$ cat src/compact_timer_pkg.sv
// Package for the compact 10-bit timer: register map, field positions,
// reset values, modes and clock source codes.
// Assumes a byte-wide register port with one-cycle strobes.
package compact_timer_pkg;

  // ==========================================================
  // Register indices on the byte port
  localparam logic [2:0] REG_CLOCK_PERIOD_CONTROL = 3'h0;
  localparam logic [2:0] REG_MODE_OUTPUT_CONTROL  = 3'h1;
  localparam logic [2:0] REG_COUNT_VALUE_LOW      = 3'h2;
  localparam logic [2:0] REG_COUNT_VALUE_HIGH     = 3'h3;
  localparam logic [2:0] REG_COMPARE_A_LOW        = 3'h4;
  localparam logic [2:0] REG_COMPARE_A_HIGH       = 3'h5;

  // ==========================================================
  // Reset values
  localparam logic [7:0] CLOCK_PERIOD_CONTROL_RST = 8'h00;
  localparam logic [7:0] MODE_OUTPUT_CONTROL_RST  = 8'h00;
  localparam logic [9:0] COMPARE_A_RST            = 10'h000;
  localparam logic [9:0] COUNT_RST                = 10'h000;
  localparam logic [7:0] READ_UNMAPPED            = 8'h00;

  // ==========================================================
  // Field positions in clock_period_control
  localparam int PAUSE_BIT      = 7;
  localparam int CLK_SEL_MSB    = 6;
  localparam int CLK_SEL_LSB    = 4;
  localparam int ON_BIT         = 3;
  localparam int PERIOD_MSB     = 2;
  localparam int PERIOD_LSB     = 0;

  // Field positions in mode_output_control
  localparam int MODE_MSB       = 7;
  localparam int MODE_LSB       = 6;
  localparam int ACTION_MSB     = 5;
  localparam int ACTION_LSB     = 4;
  localparam int INIT_LEVEL_BIT = 3;
  localparam int INVERT_BIT     = 2;
  localparam int SWAP_BIT       = 1;
  localparam int CLEAR_SEL_BIT  = 0;

  // ==========================================================
  // Counter geometry
  localparam int          COUNT_W    = 10;
  localparam int          PERIOD_W   = 3;
  localparam logic [9:0]  COUNT_MAX  = 10'h3FF;
  localparam logic [10:0] FULL_SPAN  = 11'h400;  // Period for coarse value zero

  // Prescaler divide counts (DIV_4 in system clock ticks, DIV_16 and DIV_64 in high clock enables)
  localparam logic [5:0]  DIV_4      = 6'h03;
  localparam logic [5:0]  DIV_16     = 6'h0F;
  localparam logic [5:0]  DIV_64     = 6'h3F;

  // ==========================================================
  // Operating modes
  typedef enum logic [1:0] {
    MODE_COMPARE = 2'b00,
    MODE_UNDEF   = 2'b01,
    MODE_PWM     = 2'b10,
    MODE_TIMER   = 2'b11
  } mode_t;

  // Counter clock sources
  typedef enum logic [2:0] {
    CLK_SYS_DIV4  = 3'b000,
    CLK_SYS       = 3'b001,
    CLK_HIGH_D16  = 3'b010,
    CLK_HIGH_D64  = 3'b011,
    CLK_SUB_A     = 3'b100,
    CLK_SUB_B     = 3'b101,
    CLK_EXT_RISE  = 3'b110,
    CLK_EXT_FALL  = 3'b111
  } clk_src_t;

endpackage

$ cat src/compact_timer.sv
// Compact 10-bit timer: control registers, counter, two comparators,
// compare-match, PWM and timer modes, true and inverted output pins.
// Assumes a byte register port with one-cycle read and write strobes.
// Operation
// - Ten-bit up-counter advancing on selected clock
// - P compares bits 9..7; A all bits
// - Counter cleared by counter_on rise, auto clear or overflow
// - Auto clear on overflow or match, flag
// - Pause holds count, resume from held value
// - clock_select picks one of eight codes; 100 and 101 both select the sub clock
// - Off holds residue; on-rise clears counter
// - On-rise forces pin to initial level
// - P period is value times 128, zero 1024
// - Zero period lets counter wrap by overflow
// - mode_select picks compare, PWM or timer
// - Compare mode: A match low, high, toggle
// - PWM: inactive, active, or waveform output
// - Matching requested level leaves pin unchanged
// - initial_level: start level or PWM polarity
// - output_invert inverts the timer output pin
// - duty_period_swap exchanges period and duty roles
// - clear_select picks A or P/overflow clear
// - Second pin is always the complement
// - Low bytes pass through eight-bit buffer
// - clear_select high suppresses the P flag outside PWM mode
// - Duty at or above period is 100%
module compact_timer (
  // Clock and reset
  input  wire logic       clock_i,
  input  wire logic       rst_n_i,
  // Register port
  input  wire logic [2:0] addr_i,
  input  wire logic [7:0] wdata_i,
  input  wire logic       write_i,
  input  wire logic       read_i,
  output logic      [7:0] rdata_o,
  // Clock sources
  input  wire logic       high_clock_en_i,
  input  wire logic       sub_clock_en_i,
  input  wire logic       ext_clock_pin_i,
  // Pins and flags
  output logic            timer_out_pin_o,
  output logic            timer_out_inv_pin_o,
  output logic            compare_a_flag_o,
  output logic            compare_p_flag_o
);

  // ==========================================================
  // State
  typedef struct packed {
    logic [7:0] ctrl0;
    logic [7:0] ctrl1;
    logic [9:0] count;
    logic [9:0] cmp_a;
    logic [7:0] low_buf;
    logic       on_last;
    logic       pin;
    logic       flag_a;
    logic       flag_p;
  } timer_state_t;

  timer_state_t s_q;
  timer_state_t s_d;

  // Field views
  logic       pause;
  logic [2:0] clk_sel;
  logic       on;
  logic [2:0] period;
  compact_timer_pkg::mode_t mode;
  logic [1:0] action;
  logic       init_level;
  logic       invert;
  logic       swap;
  logic       clear_sel;
  logic       tick;
  logic       on_rise;
  logic       match_a;
  logic       match_p;
  logic       overflow;
  logic       clear_now;
  logic [9:0] duty_val;
  logic [10:0] period_len;
  logic       pwm_active;
  logic       raw_pin;
  logic       rd_hit;
  logic [7:0] rd_mux;
  logic [7:0] rd_q;

  assign pause      = s_q.ctrl0[compact_timer_pkg::PAUSE_BIT];
  assign clk_sel    = s_q.ctrl0[compact_timer_pkg::CLK_SEL_MSB:compact_timer_pkg::CLK_SEL_LSB];
  assign on         = s_q.ctrl0[compact_timer_pkg::ON_BIT];
  assign period     = s_q.ctrl0[compact_timer_pkg::PERIOD_MSB:compact_timer_pkg::PERIOD_LSB];
  assign mode       = compact_timer_pkg::mode_t'(
                      s_q.ctrl1[compact_timer_pkg::MODE_MSB:compact_timer_pkg::MODE_LSB]);
  assign action     = s_q.ctrl1[compact_timer_pkg::ACTION_MSB:compact_timer_pkg::ACTION_LSB];
  assign init_level = s_q.ctrl1[compact_timer_pkg::INIT_LEVEL_BIT];
  assign invert     = s_q.ctrl1[compact_timer_pkg::INVERT_BIT];
  assign swap       = s_q.ctrl1[compact_timer_pkg::SWAP_BIT];
  assign clear_sel  = s_q.ctrl1[compact_timer_pkg::CLEAR_SEL_BIT];

  // ==========================================================
  // Counter clock source
  compact_timer_tick u_tick (
    .clock_i         (clock_i),
    .rst_n_i         (rst_n_i),
    .clock_select_i  (clk_sel),
    .high_clock_en_i (high_clock_en_i),
    .sub_clock_en_i  (sub_clock_en_i),
    .ext_clock_pin_i (ext_clock_pin_i),
    .tick_o          (tick)
  );

  // ==========================================================
  // Comparators, evaluated on the count about to be reached
  function automatic logic coarse_hit(input logic [9:0] cnt, input logic [2:0] val);
    coarse_hit = (val != 3'h0) && (cnt[9:7] == val) && (cnt[6:0] == 7'h00);
  endfunction

  logic [9:0] next_count;
  logic       advance;
  // No advance in the on-rise cycle: the residual count must not match
  assign advance    = on && s_q.on_last && !pause && tick;
  assign next_count = s_q.count + 10'h001;
  assign match_a    = advance && (next_count == s_q.cmp_a) && (s_q.cmp_a != 10'h000);
  assign match_p    = advance && coarse_hit(next_count, period);
  assign overflow   = advance && (s_q.count == compact_timer_pkg::COUNT_MAX);
  assign on_rise    = on && !s_q.on_last;

  // Clear source: PWM uses the period register (compare A when swapped), else clear_select
  always_comb
  begin
    if (mode == compact_timer_pkg::MODE_PWM)
    begin
      clear_now = swap ? match_a : match_p;
    end
    else
    begin
      clear_now = clear_sel ? match_a : match_p;
    end
  end

  // PWM duty and period lengths; zero coarse value means full span
  assign period_len = (period == 3'h0) ? compact_timer_pkg::FULL_SPAN
                                       : {1'b0, period, 7'h00};
  assign duty_val   = swap ? period_len[9:0] : s_q.cmp_a;

  // Active phase of the waveform; duty at or above period stays active
  always_comb
  begin
    if (swap)
    begin
      pwm_active = (period_len[10] || ({1'b0, period_len[9:0]} >= {1'b0, s_q.cmp_a}))
                   ? 1'b1 : ({1'b0, s_q.count} < period_len);
    end
    else
    begin
      pwm_active = ({1'b0, duty_val} >= period_len) ? 1'b1
                   : (s_q.count < duty_val);
    end
  end

  // Pin level before polarity inversion
  always_comb
  begin
    case (mode)
      compact_timer_pkg::MODE_PWM:
        case (action)
          2'b00:   raw_pin = !init_level;
          2'b01:   raw_pin = init_level;
          2'b10:   raw_pin = pwm_active ? init_level : !init_level;
          default: raw_pin = s_q.pin;
        endcase
      compact_timer_pkg::MODE_COMPARE:
        raw_pin = s_q.pin;
      default:
        raw_pin = 1'b0;                 // Pin not used in timer mode
    endcase
  end

  // ==========================================================
  // Next state: registers, counter, pin, flags
  always_comb
  begin
    s_d         = s_q;
    s_d.on_last = on;
    s_d.flag_a  = match_a;
    s_d.flag_p  = match_p && (clear_sel == 1'b0 ||
                  mode == compact_timer_pkg::MODE_PWM);

    // Counter: clear on on-rise, auto clear, overflow wrap
    if (on_rise)
    begin
      s_d.count = compact_timer_pkg::COUNT_RST;
    end
    else if (advance)
    begin
      if (clear_now || overflow)
      begin
        s_d.count = compact_timer_pkg::COUNT_RST;
      end
      else
      begin
        s_d.count = next_count;
      end
    end

    // Compare-match pin action; equal level gives no visible change
    if (on_rise)
    begin
      s_d.pin = init_level;
    end
    else if (mode == compact_timer_pkg::MODE_COMPARE && match_a)
    begin
      case (action)
        2'b01:   s_d.pin = 1'b0;
        2'b10:   s_d.pin = 1'b1;
        2'b11:   s_d.pin = !s_q.pin;
        default: s_d.pin = s_q.pin;
      endcase
    end

    // Register writes; count registers are read only
    if (write_i)
    begin
      case (addr_i)
        compact_timer_pkg::REG_CLOCK_PERIOD_CONTROL: s_d.ctrl0 = wdata_i;
        compact_timer_pkg::REG_MODE_OUTPUT_CONTROL:  s_d.ctrl1 = wdata_i;
        compact_timer_pkg::REG_COMPARE_A_LOW:        s_d.low_buf = wdata_i;
        compact_timer_pkg::REG_COMPARE_A_HIGH:
          s_d.cmp_a = {wdata_i[1:0], s_q.low_buf};
        default: ;
      endcase
    end

    // High-byte reads latch the low byte into the shared buffer
    if (read_i)
    begin
      case (addr_i)
        compact_timer_pkg::REG_COUNT_VALUE_HIGH: s_d.low_buf = s_q.count[7:0];
        compact_timer_pkg::REG_COMPARE_A_HIGH:   s_d.low_buf = s_q.cmp_a[7:0];
        default: ;
      endcase
    end
  end

  // ==========================================================
  // Read mux; low bytes come from the buffer
  assign rd_hit = read_i;
  always_comb
  begin
    case (addr_i)
      compact_timer_pkg::REG_CLOCK_PERIOD_CONTROL: rd_mux = s_q.ctrl0;
      compact_timer_pkg::REG_MODE_OUTPUT_CONTROL:  rd_mux = s_q.ctrl1;
      compact_timer_pkg::REG_COUNT_VALUE_LOW:      rd_mux = s_q.low_buf;
      compact_timer_pkg::REG_COUNT_VALUE_HIGH:     rd_mux = {6'h00, s_q.count[9:8]};
      compact_timer_pkg::REG_COMPARE_A_LOW:        rd_mux = s_q.low_buf;
      compact_timer_pkg::REG_COMPARE_A_HIGH:       rd_mux = {6'h00, s_q.cmp_a[9:8]};
      default:                                     rd_mux = compact_timer_pkg::READ_UNMAPPED;
    endcase
  end

  // Registered state and read data
  always_ff @(posedge clock_i)
  begin
    if (!rst_n_i)
    begin
      s_q         <= '0;
      rd_q        <= 8'h00;
    end
    else
    begin
      s_q         <= s_d;
      rd_q        <= rd_hit ? rd_mux : 8'h00;
    end
  end

  // ==========================================================
  // Outputs
  assign rdata_o             = rd_q;
  assign timer_out_pin_o     = (mode == compact_timer_pkg::MODE_TIMER) ? 1'b0
                               : (raw_pin ^ invert);
  assign timer_out_inv_pin_o = !timer_out_pin_o;
  assign compare_a_flag_o    = s_q.flag_a;
  assign compare_p_flag_o    = s_q.flag_p;
endmodule

$ cat src/compact_timer_tick.sv
// Counter tick generator: turns the selected clock source into a
// one-cycle advance pulse in the system clock domain.
// Assumes high_clock and sub_clock arrive as synchronous enables.
module compact_timer_tick (
  // Clock and reset
  input  wire logic       clock_i,
  input  wire logic       rst_n_i,
  // Source selection
  input  wire logic [2:0] clock_select_i,
  input  wire logic       high_clock_en_i,
  input  wire logic       sub_clock_en_i,
  input  wire logic       ext_clock_pin_i,
  // Advance pulse
  output logic            tick_o
);

  // ==========================================================
  // State
  typedef struct packed {
    logic [1:0] sys_div;
    logic [5:0] high_div;
    logic       ext_meta;
    logic       ext_sync;
    logic       ext_last;
  } tick_state_t;

  tick_state_t s_q;
  tick_state_t s_d;

  // ==========================================================
  // Prescalers and edge detection
  always_comb
  begin
    s_d          = s_q;
    s_d.sys_div  = s_q.sys_div + 2'h1;
    if (high_clock_en_i)
    begin
      s_d.high_div = s_q.high_div + 6'h01;
    end
    s_d.ext_meta = ext_clock_pin_i;
    s_d.ext_sync = s_q.ext_meta;
    s_d.ext_last = s_q.ext_sync;
  end

  // Source selection onto the advance pulse
  always_comb
  begin
    case (compact_timer_pkg::clk_src_t'(clock_select_i))
      compact_timer_pkg::CLK_SYS_DIV4:
        tick_o = (s_q.sys_div == compact_timer_pkg::DIV_4[1:0]);
      compact_timer_pkg::CLK_SYS:
        tick_o = 1'b1;
      compact_timer_pkg::CLK_HIGH_D16:
        tick_o = high_clock_en_i && (s_q.high_div[3:0] == compact_timer_pkg::DIV_16[3:0]);
      compact_timer_pkg::CLK_HIGH_D64:
        tick_o = high_clock_en_i && (s_q.high_div == compact_timer_pkg::DIV_64);
      compact_timer_pkg::CLK_SUB_A,
      compact_timer_pkg::CLK_SUB_B:
        tick_o = sub_clock_en_i;
      compact_timer_pkg::CLK_EXT_RISE:
        tick_o = s_q.ext_sync && !s_q.ext_last;
      compact_timer_pkg::CLK_EXT_FALL:
        tick_o = !s_q.ext_sync && s_q.ext_last;
      default:
        tick_o = 1'b0;
    endcase
  end

  // Register the state
  always_ff @(posedge clock_i)
  begin
    if (!rst_n_i)
    begin
      s_q <= '0;
    end
    else
    begin
      s_q <= s_d;
    end
  end
endmodule

$ cat config.mk
export PLATFORM = sky130hd
export DESIGN_NAME = compact_timer
export DESIGN_NICKNAME = d
export VERILOG_FILES = /design/src/compact_timer_pkg.sv /design/src/compact_timer.sv /design/src/compact_timer_tick.sv
export SDC_FILE = /design/constraint.sdc
export NUM_CORES = 1
export LEC_CHECK = 0
export BUFFER_PORTS_ARGS = -buffer_cell sky130_fd_sc_hd__buf_2
export CAP_MARGIN = 20
export CORE_MARGIN = 2
export CORE_UTILIZATION = 55
export DETAILED_ROUTE_END_ITERATION = 12
export HOLD_SLACK_MARGIN = 0.03
export MAX_ROUTING_LAYER = met4
export PLACE_DENSITY = 0.74
export SKIP_CTS_REPAIR_TIMING = 1
export SYNTH_ARGS = -nofsm -noshare
export SYNTH_HDL_FRONTEND = slang
export SYNTH_SLANG_ARGS = --single-unit
$ cat constraint.sdc
create_clock -name clock_i -period 10.92 [get_ports clock_i]
set_input_delay 3.276 -clock clock_i [delete_from_list [all_inputs] [get_ports clock_i]]
set_output_delay 3.276 -clock clock_i [all_outputs]
set_load 0.02 [all_outputs]
# ---- Word level (Yosys, flattened, before mapping)
# Cells that the tools add are included.
dict set report word_totals {
  ff_bits 67
  output_inout_bits 12
  wordCells 114
}
dict set report classes {
  bitwise_logic 3
  n_reduce_logical 44
  order_cmp 4
  muxes 22
  eq_ne 23
  add_sub_neg 3
}
# cell count
set ops {}
lappend ops {{8-bit one-hot mux with 5 select lines} 1}
lappend ops {{8-bit two-way mux} 3}
lappend ops {{10-bit two-way mux} 2}
lappend ops {{3-bit equality test (second input constant)} 6}
lappend ops {{1-bit logical AND} 16}
lappend ops {{8-bit one-hot mux with 2 select lines} 1}
lappend ops {{3-bit by 2-bit equality test with 1-bit output (second input constant)} 4}
lappend ops {{10-bit by 11-bit greater-or-equal comparator with 1-bit output} 1}
lappend ops {{10-bit by 11-bit less-than comparator with 1-bit output} 1}
lappend ops {{11-bit two-way mux} 1}
lappend ops {{10-bit by 1-bit adder with 10-bit output (second input constant)} 1}
lappend ops {{10-bit equality test} 1}
lappend ops {{10-bit equality test (second input constant)} 1}
lappend ops {{2-bit equality test (second input constant)} 5}
lappend ops {{10-bit greater-or-equal comparator} 1}
lappend ops {{10-bit less-than comparator} 1}
lappend ops {{1-bit two-way mux} 10}
lappend ops {{2-bit AND reduction} 5}
lappend ops {{10-bit nonzero test} 1}
lappend ops {{3-bit zero test} 3}
lappend ops {{1-bit zero test} 7}
lappend ops {{7-bit zero test} 1}
lappend ops {{1-bit one-hot mux with 7 select lines} 1}
lappend ops {{6-bit by 1-bit adder with 6-bit output (second input constant)} 1}
lappend ops {{16 further kinds} 24}

# ---- Logic depth before layout (Yosys ltp)
dict set report logic_depth {
  word_depth 12
  mapped_depth 13
  mapped_depth_nobuf 11
}

# ---- By module
# A second synthesis with hierarchy kept.
dict set report unflattened {
  hier_cells 500
  hier_area_um2 3971.3
}
# module n_inst seq_area_each_um2 cells_each area_each_um2
set by_module_without_submodules {}
lappend by_module_without_submodules {compact_timer 1 1121.1 457 3513.4}
lappend by_module_without_submodules {compact_timer_tick 1 220.2 43 457.9}

# ---- Worst setup path after synthesis
# Ideal clock, no wire load.
dict set report synth_timing {
  path_type {register to output}
  startpoint {reg s_q[33] (netlist name)}
  endpoint {out timer_out_inv_pin_o}
  t_arrival_ns 2.740
  path_stages_with_launch 11
  setup_slack_ns 4.904
  path_cell_list {dfxtp_1 -> clkbuf_1 -> clkbuf_1 -> o21ai_0 -> ha_1 -> a2111oi_0 -> a221oi_1 -> a211oi_1 -> o211ai_1 -> and3_1 -> nor3_1}
}
dict set report synth_via {
  elab_chain_len 10
}
# item line_no
set synth_lines {}
lappend synth_lines {{start: declaration} compact_timer.sv:62} ;# timer_state_t s_q;
lappend synth_lines {{start signal: assignment} compact_timer.sv:268} ;# s_q <= '0;
lappend synth_lines {{start signal: assignment} compact_timer.sv:273} ;# s_q <= s_d;
lappend synth_lines {{10-bit two-way mux} compact_timer.sv:146} ;# assign duty_val = swap ? period_len[9:0] : s_q.cmp_a;
lappend synth_lines {{10-bit by 11-bit greater-or-equal comparator with 1-bit output or 10-bit less-than comparator (tied branches)} {compact_timer.sv:158, compact_timer.sv:159}}
lappend synth_lines {{1-bit two-way mux} compact_timer.sv:158} ;# pwm_active = ({1'b0, duty_val} >= period_len) ? 1'b1
lappend synth_lines {{1-bit two-way mux *} compact_timer.sv:151} ;# if (swap)
lappend synth_lines {{1-bit two-way mux *} compact_timer.sv:171} ;# 2'b10: raw_pin = pwm_active ? init_level : !init_level;
lappend synth_lines {{1-bit one-hot mux with 3 select lines *} compact_timer.sv:168} ;# case (action)
lappend synth_lines {{1-bit one-hot mux with 2 select lines *} compact_timer.sv:166} ;# case (mode)
lappend synth_lines {{1-bit XOR *} compact_timer.sv:282} ;# : (raw_pin ^ invert);
lappend synth_lines {{1-bit two-way mux *} compact_timer.sv:281} ;# assign timer_out_pin_o = (mode == compact_timer_pkg::MODE_TIMER) ? 1'b0
lappend synth_lines {{1-bit zero test *} compact_timer.sv:283} ;# assign timer_out_inv_pin_o = !timer_out_pin_o;
lappend synth_lines {{end: declaration} compact_timer.sv:43} ;# output logic timer_out_inv_pin_o,
# Mark *: on every way between the ends. The rest lies on a longest branch, timed or not.

# ---- Final worst setup path
dict set report layout_timing {
  startpoint {reg s_q[33] (netlist name)}
  endpoint {out timer_out_pin_o}
}
dict set report layout_via {
  elab_chain_len 9
}
# item line_no
set layout_lines {}
lappend layout_lines {{10-bit two-way mux} compact_timer.sv:146}
lappend layout_lines {{10-bit by 11-bit greater-or-equal comparator with 1-bit output or 10-bit less-than comparator (tied branches)} {compact_timer.sv:158, compact_timer.sv:159}}
lappend layout_lines {{1-bit two-way mux} compact_timer.sv:158}
lappend layout_lines {{1-bit two-way mux *} compact_timer.sv:151}
lappend layout_lines {{1-bit two-way mux *} compact_timer.sv:171}
lappend layout_lines {{1-bit one-hot mux with 3 select lines *} compact_timer.sv:168}
lappend layout_lines {{1-bit one-hot mux with 2 select lines *} compact_timer.sv:166}
lappend layout_lines {{1-bit XOR *} compact_timer.sv:282}
lappend layout_lines {{1-bit two-way mux *} compact_timer.sv:281}
lappend layout_lines {{end: declaration} compact_timer.sv:42} ;# output logic timer_out_pin_o,
# Marks and branches as above.

==> results by group <==
Floorplanning
  – Die width: 93.5 um
  – Row Count: 32
  – Core footprint: 7730 um2
  – Initial Util: 57.0%
  – I/O pin total: 30
  – Die area: 8730 um2
  – Die extent in y: 93.5 um

Synthesis
  – Async SR Flop Fraction: 0%
  – Post-synth cell types: 72
  – Top-count cell post-synth: nand2_1
  – Synth Instances: 568
  – Post-synth top area cell: dfxtp_1
  – EDFF count, synth: 0
  – Avg Synthesized Cell Area: 7.75 um2
  – Yosys reg bits: 67
  – Top-area cell type share of the netlist area: 30.5%
  – Sequential share of the synthesized area: 30.5%
  – Post-Syn Area: 4400 um2
  – Most instantiated cells after synthesis: 95 x nand2_1, 67 x dfxtp_1, 41 x nor2_1, 38 x a21oi_1, 25 x clkbuf_1
  – Area contributors post-synth: dfxtp_1 30%, nand2_1 8.1%, ha_1 5.7%, a21oi_1 4.3%, nor2_1 3.5%
  – Synthesis Warnings: 0
  – Main flop type after synthesis: dfxtp_1
  – Post-synthesis net count: 606

Drt
  – Vias: 4,270
  – DR WL/cell: 18.1 um
  – # DRC: 0
  – Final wirelength: 12,200 um
  – 1st-pass router iterations: 5
  – Post-DR vias/cell: 6.32
  – Remaining antenna violation count after routing: 0
  – Starting DRT DRC Count: 427

Critical path
  – Crit path buf inv count: 1
  – Cells on worst reg2reg path: 8
  – Reg-to-reg startpoint: s_q[22]
  – Setup crit start: s_q[33]
  – Worst-path fanout max: 17
  – Critical path depth: 9
  – WS Path Type: reg2out
  – Crit-path cells: o21ai_0 -> ha_1 -> a2111oi_0 -> a221oi_1 -> a211oi_1 -> o211ai_1 -> and3_1 -> or3_1 -> buf_2
  – CP top delay family: compound AO/OA/AOI/OAI gates
  – Max stage delay on crit path: 0.65 ns
  – Worst Path Arrival: 3.29 ns
  – Worst endpoint required time: 7.64 ns
  – Max stage delay cell, worst path: dfxtp_1
  – CP Capture Type: output port
  – Worst R2R Setup Slack: 7.65 ns
  – CP startpoint kind: register

STA
  – Final hold vios: 0
  – Fin. max-slew vios: 0
  – Worst rel slew slack: 35.8%
  – RSZ-0062 raised after global routing: false
  – Max frequency: 0.152 GHz
  – Final Skew: 0.00721 ns
  – Slew @ Worst Pin: 0.957 ns
  – TNS Setup: 0 ns
  – Post-route clock period utilization: 60.1%
  – Hold WS: 0.449 ns
  – Setup violations, final: 0
  – Post-route minimum period: 6.56 ns

Clock tree
  – CTS Buf Count: 9
  – Clock slew at reported path FFs: 0.07 ns
  – CTS tree: done
  – H-Tree Depth: 3
  – Clk sinks: 67
  – CTS Buffer Depth: 2
  – Root Buffer: clkbuf_8
  – Skew-Pair Late Insertion Delay: 0.36 ns

Layout
  – Filler cells: 723
  – Layout cell share with drive strength beyond 1: 11.7%
  – Synthesis-to-finish area growth: 6.59%
  – Multi-input logic area: 2800 um2
  – Nets: 607
  – ANT cells: 0
  – Storage cell area: 1340 um2

Flow run
  – Max cap viols: 0

Power
  – Leakage: 1.66 nW
  – Max IR drop VDD: 0.0973 mV
  – PwrDens: 108 nW/um2

Place
  – Port Buf Inserts: 29
  – GPL Wtd Cong: 0.982
  – Dpl hpwl: 8940 um

Global routing
  – Initial antenna violation count: 0
  – First-pass GRT wire length: 19,700 um
  – Largest net degree at the start of global routing: 35
  – Total Routing Usage GR: 29.8%
  – Gr ovfl total: 0
  – Vias in the first global route: 3,943

Hold path
  – Hold path cells: 1
  – Tightest Hold Check Type: reg2reg
  – Min-delay src: u_tick.s_d[1]

Status
  – Status: finished, final reports clean
-- layer usage --
| layer | global-route usage [%] | vias up | share of wire, % |
|---|---|---|---|
| li1 | - | 2054 | - |
| met1 | 38.9 | 2008 | 44 |
| met2 | 45.8 | 177 | 46 |
| met3 | 5.72 | 31 | 7.6 |
| met4 | 11.5 | 0 | 2.7 |
| met5 | - | - | 0 |
-- per-stage QoR --
step / power, mW / instance area [um2] / worst slack, ns / instances / utilization, %
finish: 0.505 / 4690 / 4.36 / 676 / 60.7
global route: 0.522 / 4690 / 4.06 / 676 / 60.7
CTS: 0.505 / 4690 / 4.38 / 676 / 60.7
detailed placement: 0.297 / 4490 / 4.77 / 660 / 58.1
global placement: 0.295 / 4490 / 4.85 / 660 / 58.1
floorplan: 0.284 / 4400 / 4.90 / 568 / -
-- report_power, final --
group | switching [mW] | internal (mW) | total, mW
Clock | 0.106 | 0.106 | 0.213
Combinational | 0.0252 | 0.0136 | 0.0389
Sequential | 0.00494 | 0.248 | 0.253
-- sequential cells by signal, indices dropped and copies added (netlist names), 2 cells and up --
signal      flops
u_tick.s_d      2
action          2
s_q            31
period          3
u_tick.s_q      9
clk_sel         3
mode            2
rdata_o         8
-- cell families after synthesis --
logic type / after synthesis / synth area share, %
fa+ha+maj: 20 / 5.69
flops: 67 / 30.5
compound gates: 131 / 20.2
buf+inv: 57 / 5.83
xor+xnor: 18 / 3.58
simple gates: 259 / 30.3
mux: 16 / 3.95
-- cells in the final DEF, fill, tap and decap left out, types with 8 or more instances in the layout --
master and n:
nand2_1 95, dfxtp_1 67, nor2_1 41, a21oi_1 38, buf_2 29, nand3_1 21
ha_1 20, a22oi_1 16, inv_1 15, mux2i_1 14, o21ai_0 13, nand2b_1 12
xnor2_1 11, nor2b_1 10, nand4_1 9, and3_1 9, and2_1 9, o22ai_1 9
clkbuf_8 9, nor3_1 8, nor4_1 8
-- worst paths after layout --
check,end
hold reg to reg,u_tick.s_d[0]
setup / recovery,timer_out_pin_o
setup reg to reg,s_q[2]
hold / removal,u_tick.s_d[0]
-- area by class of cell --
cell class | count | share of cell area (%)
Multi-Input combinational cell | 444 | 59.8
Sequential cell | 67 | 28.6
Timing Repair Buffer | 31 | 3.41
Tap cell | 102 | 2.72
Clock buffer | 9 | 2.64
Clock inverter | 7 | 1.60
Inverter | 16 | 1.28
Note: power is estimated with default switching activity, not from simulation.
